$ cat src/pkg/pcg_regs.svh
// Timing and ratio constants for the peripheral clock enable generator.
`ifndef PCG_REGS_SVH
`define PCG_REGS_SVH

`define PCG_RATIO_DEFAULT     3
`define PCG_RATIO_MIN         2
`define PCG_RED_DELAY_DEFAULT 2
`define PCG_CNT_W             8

`endif

$ cat src/pkg/pcg_pkg.sv
// Types shared by both ends of the peripheral clock enable link.
`include "pcg_regs.svh"

package pcg_pkg;
    typedef logic [`PCG_CNT_W-1:0] pcg_cnt_t;
    typedef enum logic [1:0] {
        PCG_IDLE,
        PCG_RUN
    } pcg_state_e;
endpackage

$ cat src/pkg/pcg_link_if.sv
// Link between the clock source end and the peripheral end.
interface pcg_link_if;
    logic peripheral_clock;
    logic peripheral_clock_enable;
    logic redundant_peripheral_clock;
    logic redundant_peripheral_clock_enable;
    logic redundant_peripheral_clock_stop;

    modport src (
        output peripheral_clock,
        output peripheral_clock_enable,
        output redundant_peripheral_clock,
        output redundant_peripheral_clock_enable,
        output redundant_peripheral_clock_stop
    );
    modport periph (
        input peripheral_clock,
        input peripheral_clock_enable,
        input redundant_peripheral_clock,
        input redundant_peripheral_clock_enable,
        input redundant_peripheral_clock_stop
    );
endinterface

$ cat src/core/pcg_source.sv
// Clock source end: divides the main clock into the peripheral clock and enable.
`include "pcg_regs.svh"

module pcg_source #(
    parameter int RATIO     = `PCG_RATIO_DEFAULT,
    parameter int RED_DELAY = `PCG_RED_DELAY_DEFAULT,
    parameter bit LOCK_STEP = 1'b1
) (
    input  wire logic i_sys_clk,
    input  wire logic i_nrst,
    input  wire logic i_clock_stop,
    pcg_link_if.src   link,
    output logic      o_main_clock
);
    import pcg_pkg::*;

    // ------------------------------------------------------------
    // Ratio counter
    // ------------------------------------------------------------
    localparam int EFF_RATIO = (RATIO < `PCG_RATIO_MIN) ? `PCG_RATIO_MIN : RATIO;
    localparam pcg_cnt_t LAST = pcg_cnt_t'(EFF_RATIO - 1);
    localparam pcg_cnt_t HALF = pcg_cnt_t'(EFF_RATIO / 2);

    // ------------------------------------------------------------
    // Counter arithmetic
    // ------------------------------------------------------------
    // A ratio below the minimum is raised to it quietly, because the block
    // has no way to report a bad build setting to anyone.
    function automatic pcg_cnt_t cnt_inc(input pcg_cnt_t value);
        return value + pcg_cnt_t'(1);
    endfunction

    function automatic logic cnt_is_last(input pcg_cnt_t value);
        return value == LAST;
    endfunction

    // The clock falls once the count has covered half a period.
    function automatic logic cnt_at_fall(input pcg_cnt_t value);
        return cnt_inc(value) == HALF;
    endfunction

    pcg_state_e state;
    pcg_state_e next_state;
    pcg_cnt_t   count;
    pcg_cnt_t   next_count;
    logic       pclk;
    logic       next_pclk;
    logic       pen;
    logic       next_pen;

    assign o_main_clock = i_sys_clk;

    always_comb begin
        next_state = state;
        next_count = count;
        next_pclk  = pclk;
        next_pen   = 1'b0;
        unique case (state)
            PCG_IDLE: begin
                // Start one cycle after reset release so the first period is full.
                if (!i_clock_stop) begin
                    next_state = PCG_RUN;
                    next_count = LAST;
                end
            end
            PCG_RUN: begin
                if (i_clock_stop) begin
                    next_state = PCG_IDLE;
                    next_pclk  = 1'b0;
                end else if (cnt_is_last(count)) begin
                    next_count = '0;
                    next_pclk  = 1'b1;
                    next_pen   = 1'b1;
                end else begin
                    // A stop in mid-period drops the clock at once; a short high
                    // phase is the price of halting without delay.
                    next_count = cnt_inc(count);
                    if (cnt_at_fall(count)) begin
                        next_pclk = 1'b0;
                    end
                end
            end
        endcase
    end

    always_ff @(posedge i_sys_clk or negedge i_nrst) begin
        if (!i_nrst) begin
            state <= PCG_IDLE;
            count <= '0;
            pclk  <= 1'b0;
            pen   <= 1'b0;
        end else begin
            state <= next_state;
            count <= next_count;
            pclk  <= next_pclk;
            pen   <= next_pen;
        end
    end

    assign link.peripheral_clock        = pclk;
    assign link.peripheral_clock_enable = pen;

    // ------------------------------------------------------------
    // Redundant copies
    // ------------------------------------------------------------
    // Stop is held high during reset, then follows the primary stop late.
    // One shift line per signal keeps the three copies in step for any delay.
    function automatic logic [RED_DELAY-1:0] shift_in(
        input logic [RED_DELAY-1:0] line,
        input logic                 bit_in
    );
        logic [RED_DELAY-1:0] result;
        result    = line << 1;
        result[0] = bit_in;
        return result;
    endfunction

    logic [RED_DELAY-1:0] dly_clk;
    logic [RED_DELAY-1:0] next_dly_clk;
    logic [RED_DELAY-1:0] dly_en;
    logic [RED_DELAY-1:0] next_dly_en;
    logic [RED_DELAY-1:0] dly_stop;
    logic [RED_DELAY-1:0] next_dly_stop;

    // ------------------------------------------------------------
    // Redundant clock delay
    // ------------------------------------------------------------
    always_comb begin
        next_dly_clk = shift_in(dly_clk, pclk);
    end

    always_ff @(posedge i_sys_clk or negedge i_nrst) begin
        if (!i_nrst) begin
            dly_clk <= '0;
        end else begin
            dly_clk <= next_dly_clk;
        end
    end

    // ------------------------------------------------------------
    // Redundant enable delay
    // ------------------------------------------------------------
    always_comb begin
        next_dly_en = shift_in(dly_en, pen);
    end

    always_ff @(posedge i_sys_clk or negedge i_nrst) begin
        if (!i_nrst) begin
            dly_en <= '0;
        end else begin
            dly_en <= next_dly_en;
        end
    end

    // ------------------------------------------------------------
    // Redundant stop delay
    // ------------------------------------------------------------
    always_comb begin
        next_dly_stop = shift_in(dly_stop, i_clock_stop);
    end

    always_ff @(posedge i_sys_clk or negedge i_nrst) begin
        if (!i_nrst) begin
            dly_stop <= '1;
        end else begin
            dly_stop <= next_dly_stop;
        end
    end

    // ------------------------------------------------------------
    // Lock-step select
    // ------------------------------------------------------------
    // Without lock-step the redundant outputs are held inactive, stop high.
    logic red_clk_out;
    logic red_en_out;
    logic red_stop_out;

    always_comb begin
        if (LOCK_STEP) begin
            red_clk_out  = dly_clk[RED_DELAY-1];
            red_en_out   = dly_en[RED_DELAY-1];
            red_stop_out = dly_stop[RED_DELAY-1];
        end else begin
            red_clk_out  = 1'b0;
            red_en_out   = 1'b0;
            red_stop_out = 1'b1;
        end
    end

    assign link.redundant_peripheral_clock        = red_clk_out;
    assign link.redundant_peripheral_clock_enable = red_en_out;
    assign link.redundant_peripheral_clock_stop   = red_stop_out;
endmodule

$ cat src/flat_wrapper.sv
// flat-port wrapper written by rule: the top's interface ports become plain ports
module pcg_source_flat import pcg_pkg::*;
#(
    parameter int RATIO     = `PCG_RATIO_DEFAULT,
    parameter int RED_DELAY = `PCG_RED_DELAY_DEFAULT,
    parameter bit LOCK_STEP = 1'b1
)
  (i_sys_clk, i_nrst, i_clock_stop, o_main_clock, link_peripheral_clock, link_peripheral_clock_enable, link_redundant_peripheral_clock, link_redundant_peripheral_clock_enable, link_redundant_peripheral_clock_stop);
  pcg_link_if link_i ();
  input  wire logic i_sys_clk;
  input  wire logic i_nrst;
  input  wire logic i_clock_stop;
  output logic o_main_clock;
  output wire logic [$bits(link_i.peripheral_clock)-1:0] link_peripheral_clock;
  output wire logic [$bits(link_i.peripheral_clock_enable)-1:0] link_peripheral_clock_enable;
  output wire logic [$bits(link_i.redundant_peripheral_clock)-1:0] link_redundant_peripheral_clock;
  output wire logic [$bits(link_i.redundant_peripheral_clock_enable)-1:0] link_redundant_peripheral_clock_enable;
  output wire logic [$bits(link_i.redundant_peripheral_clock_stop)-1:0] link_redundant_peripheral_clock_stop;
  assign link_peripheral_clock = link_i.peripheral_clock;
  assign link_peripheral_clock_enable = link_i.peripheral_clock_enable;
  assign link_redundant_peripheral_clock = link_i.redundant_peripheral_clock;
  assign link_redundant_peripheral_clock_enable = link_i.redundant_peripheral_clock_enable;
  assign link_redundant_peripheral_clock_stop = link_i.redundant_peripheral_clock_stop;
  pcg_source #(.RATIO(RATIO), .RED_DELAY(RED_DELAY), .LOCK_STEP(LOCK_STEP)) u_core (.i_sys_clk(i_sys_clk), .i_nrst(i_nrst), .i_clock_stop(i_clock_stop), .link(link_i), .o_main_clock(o_main_clock));
endmodule
$ cat config.mk
export PLATFORM = sky130hd
export DESIGN_NAME = pcg_source_flat
export DESIGN_NICKNAME = d
export VERILOG_FILES = /design/src/pkg/pcg_pkg.sv /design/src/pkg/pcg_link_if.sv /design/src/core/pcg_source.sv /design/src/flat_wrapper.sv
export VERILOG_INCLUDE_DIRS = /design/src /design/src/pkg
export SDC_FILE = /design/constraint.sdc
export NUM_CORES = 1
export LEC_CHECK = 0
export BUFFER_PORTS_ARGS = -buffer_cell sky130_fd_sc_hd__buf_2
export CORE_MARGIN = 2
export CORE_UTILIZATION = 50
export DETAILED_ROUTE_END_ITERATION = 10
export HOLD_SLACK_MARGIN = 0.1
export PLACE_DENSITY = 0.77
export SYNTH_ARGS = -nofsm -noshare
export SYNTH_HDL_FRONTEND = slang
export SYNTH_SLANG_ARGS = --single-unit
$ cat constraint.sdc
create_clock -name i_sys_clk -period 2.25 [get_ports i_sys_clk]
set_input_delay 0.1125 -clock i_sys_clk [delete_from_list [all_inputs] [get_ports i_sys_clk]]
set_output_delay 0.1125 -clock i_sys_clk [all_outputs]
set_load 0.01 [all_outputs]
==> reports/results.tsv <==
metric	value	unit
cts_resized	0	
start_util	0.525	
netlist_area	897	sq um
antenna_cells	0	
syn_inst	82	
p_per_area	1090	nW/um^2
slowest_stage	dfrtp_1	
fp.dieW	46.4	um
synth_fa_ha_area_frac	0.0697	
rr_endpoint	u_core.count[5]	
multi_input_area	415	sq um
muxShareOfSynthArea	0.0446	
synth_common_cells	15 x dfrtp_1, 7 x nand2_1, 5 x a21oi_1, 5 x ha_1	
final-seq-area	428	sq um
drive_gt1_frac	0.245	
finalWirelength	1560	um
crit_chain	inv_1, ha_1, or2_2, a211oi_2, nand4_1, mux2i_1	
synth-main-ff-cell	dfrtp_1	
final_util	0.585	
cp.arrival	2.22	ns
io_pins	9	
synth_enable_flop_cells	0	
report.final.slew_viol_count	0	
clk_latency	0.38	ns
ys_ff_latch	17	
syn2layout_area_growth	11.3	%
nNetsFinal	103	
setup_viol	0	
synth_async_sr_flop_share	1.00	
io_buffers	8	
fmax	526	MHz
grt_use_met3	0.0706	
wire_per_inst	13.1	um
met2_usage	0.272	
r2r_slack	0.35	ns
cp-startpoint	u_core.state[0]	
crit_family	simple AND/OR/NAND/NOR gates	
end_kind	flip-flop	
grt_pass1_vias	630	
path_max_fanout	11	
required	2.57	ns
fin_area	998	sq um
nFillCells	152	
die_h	46.4	um
synth_top_family_by_area	simple AND/OR/NAND/NOR gates	
final_antenna_net_count	0	
seq_area_frac_synth	0.477	
outcome	complete, no violations	
crit_buf_inv	1	
drv_cap	0	
finalNonFillerCells	119	
postPlaceCellArea	930	sq um
synth_top_area_cell	dfrtp_1	
path_class	flip-flop to flip-flop	
synth_compound_area_frac	0.148	
gp_congestion	0.790	
place_hpwl	1110	um
tightest_slew	0.445	ns
core_area	1710	sq um
met1_usage	0.221	
min_period	1.90	ns
ir_worst_vdd	0.976	mV
skew	0.000487	ns
vias	646	
leakagePower	0.451	nW
min_path_type	input port to asynchronous set/reset pin	
grt_use_total	0.181	
synth_cell_type_count	33	
viasPerCell	5.43	
rows	15	
synth_nets	90	
grt_overflow	0	
drt_first_pass_iters	4	
cts_tree	done	
yosysWarnings	0	
post-route-period-util	0.844	
grt_pass1_wl	2660	um
grt_max_degree	18	
synth_top_area_share	0.418	
yosysMostFrequentCell	dfrtp_1	
finalHoldViolations	0	
power	0.00109	W
cp-start-kind	flip-flop	
slew_headroom	0.702	
setup_total_negative_slack	0	ns
ff2ff_path_depth	6	
synth-simple-area-share	0.172	
die-area	2150	sq um
dp_cells	110	
reg2reg_from	u_core.state[0]	
critPathMaxStageDelay	0.43	ns
clk_pin_slew	0.09	ns
synth_area_leaders	dfrtp_1 42%, ha_1 7.0%, dfstp_2 5.9%	
antenna_found_initial	0	
top_usage_layer	met2	
syn_area_per_cell	10.9	sq um
drt-initial-drc-count	17	
drc	0	
rsz0062_at_grt	no	
synth_xor_area_frac	0.0293	
sequential cells by signal, indices dropped and copies added, names as in the netlist:
signal / flops
u_core.count: 8
u_core.link.peripheral_clock_enable: 1
u_core.dly_en: 2
u_core.dly_stop: 2
u_core.link.peripheral_clock: 1
u_core.dly_clk: 2
u_core.state: 1
layout by cell type (no fill, tap or decap), types with 2 or more instances in the layout:
cell           netlist  layout
a211oi_1             2       2
a21o_1               2       2
a21oi_1              5       5
a31oi_1              3       3
and3_1               2       2
buf_2                1       8
clkbuf_4             0       6
dfrtp_1             15      15
dfstp_2              2       2
dlygate4sd3_1        0       2
ha_1                 5       5
inv_1                4       4
mux2i_1              4       4
nand2_1              7       7
nand3_1              3       3
nand4_1              3       3
o21ai_0              4       4
xnor2_1              2       2
through the flow:
stage	setup slack [ns]	hold slack (ns)
global placement	0.497	0.0389
finish	0.350	0.166
CTS	0.394	0.161
detailed placement	0.415	0.0462
floorplan	0.647	-0.183
global route	0.203	0.193
kinds of logic (layout without fill, tap and decap cells):
kind of cell / count (synthesis) / after routing
buf+inv: 9 / 21
fa+ha+maj: 5 / 5
mux: 4 / 4
xor+xnor: 3 / 3
simple gates: 24 / 24
compound gates: 20 / 20
flops: 17 / 17
worst max path at each step:
stage	endpoint	slack (ns)	cells past startpoint
2_1_floorplan	u_core.count[7]	0.65	6
3_3_place_gp	u_core.count[5]	0.50	6
3_5_place_dp	u_core.count[5]	0.42	6
4_1_cts	u_core.count[5]	0.39	6
5_1_grt	u_core.count[5]	0.20	6
6_report	u_core.count[5]	0.35	6
per-layer routing:
| metal | share of wire | vias up | wire [um] |
|---|---|---|---|
| li1 | - | 316 | - |
| met1 | 0.48 | 311 | 747 |
| met2 | 0.47 | 16 | 729 |
| met3 | 0.042 | 3 | 65 |
| met4 | 0.010 | 0 | 16 |
| met5 | 0 | - | 0 |
final cells by class:
| cell class | instances | share of cell area |
|---|---|---|
| multi-input cells | 56 | 0.416 |
| clock buffers | 8 | 0.0539 |
| repair buffers | 9 | 0.0551 |
| inverters | 4 | 0.0150 |
| well taps | 25 | 0.0313 |
| flip-flops and latches | 17 | 0.429 |
power breakdown:
part | switching [W] | internal [W]
registers | 0.0000611 | 0.000381
clock network | 0.000121 | 0.000140
logic | 0.000223 | 0.000161
repair_timing:
| item | in CTS | in global routing |
|---|---|---|
| hold endpoints to repair | 21 | 0 |
| setup buffers | 0 | 0 |
| hold buffers | 2 | 0 |
No activity file was read; power rests on OpenSTA's default activity.
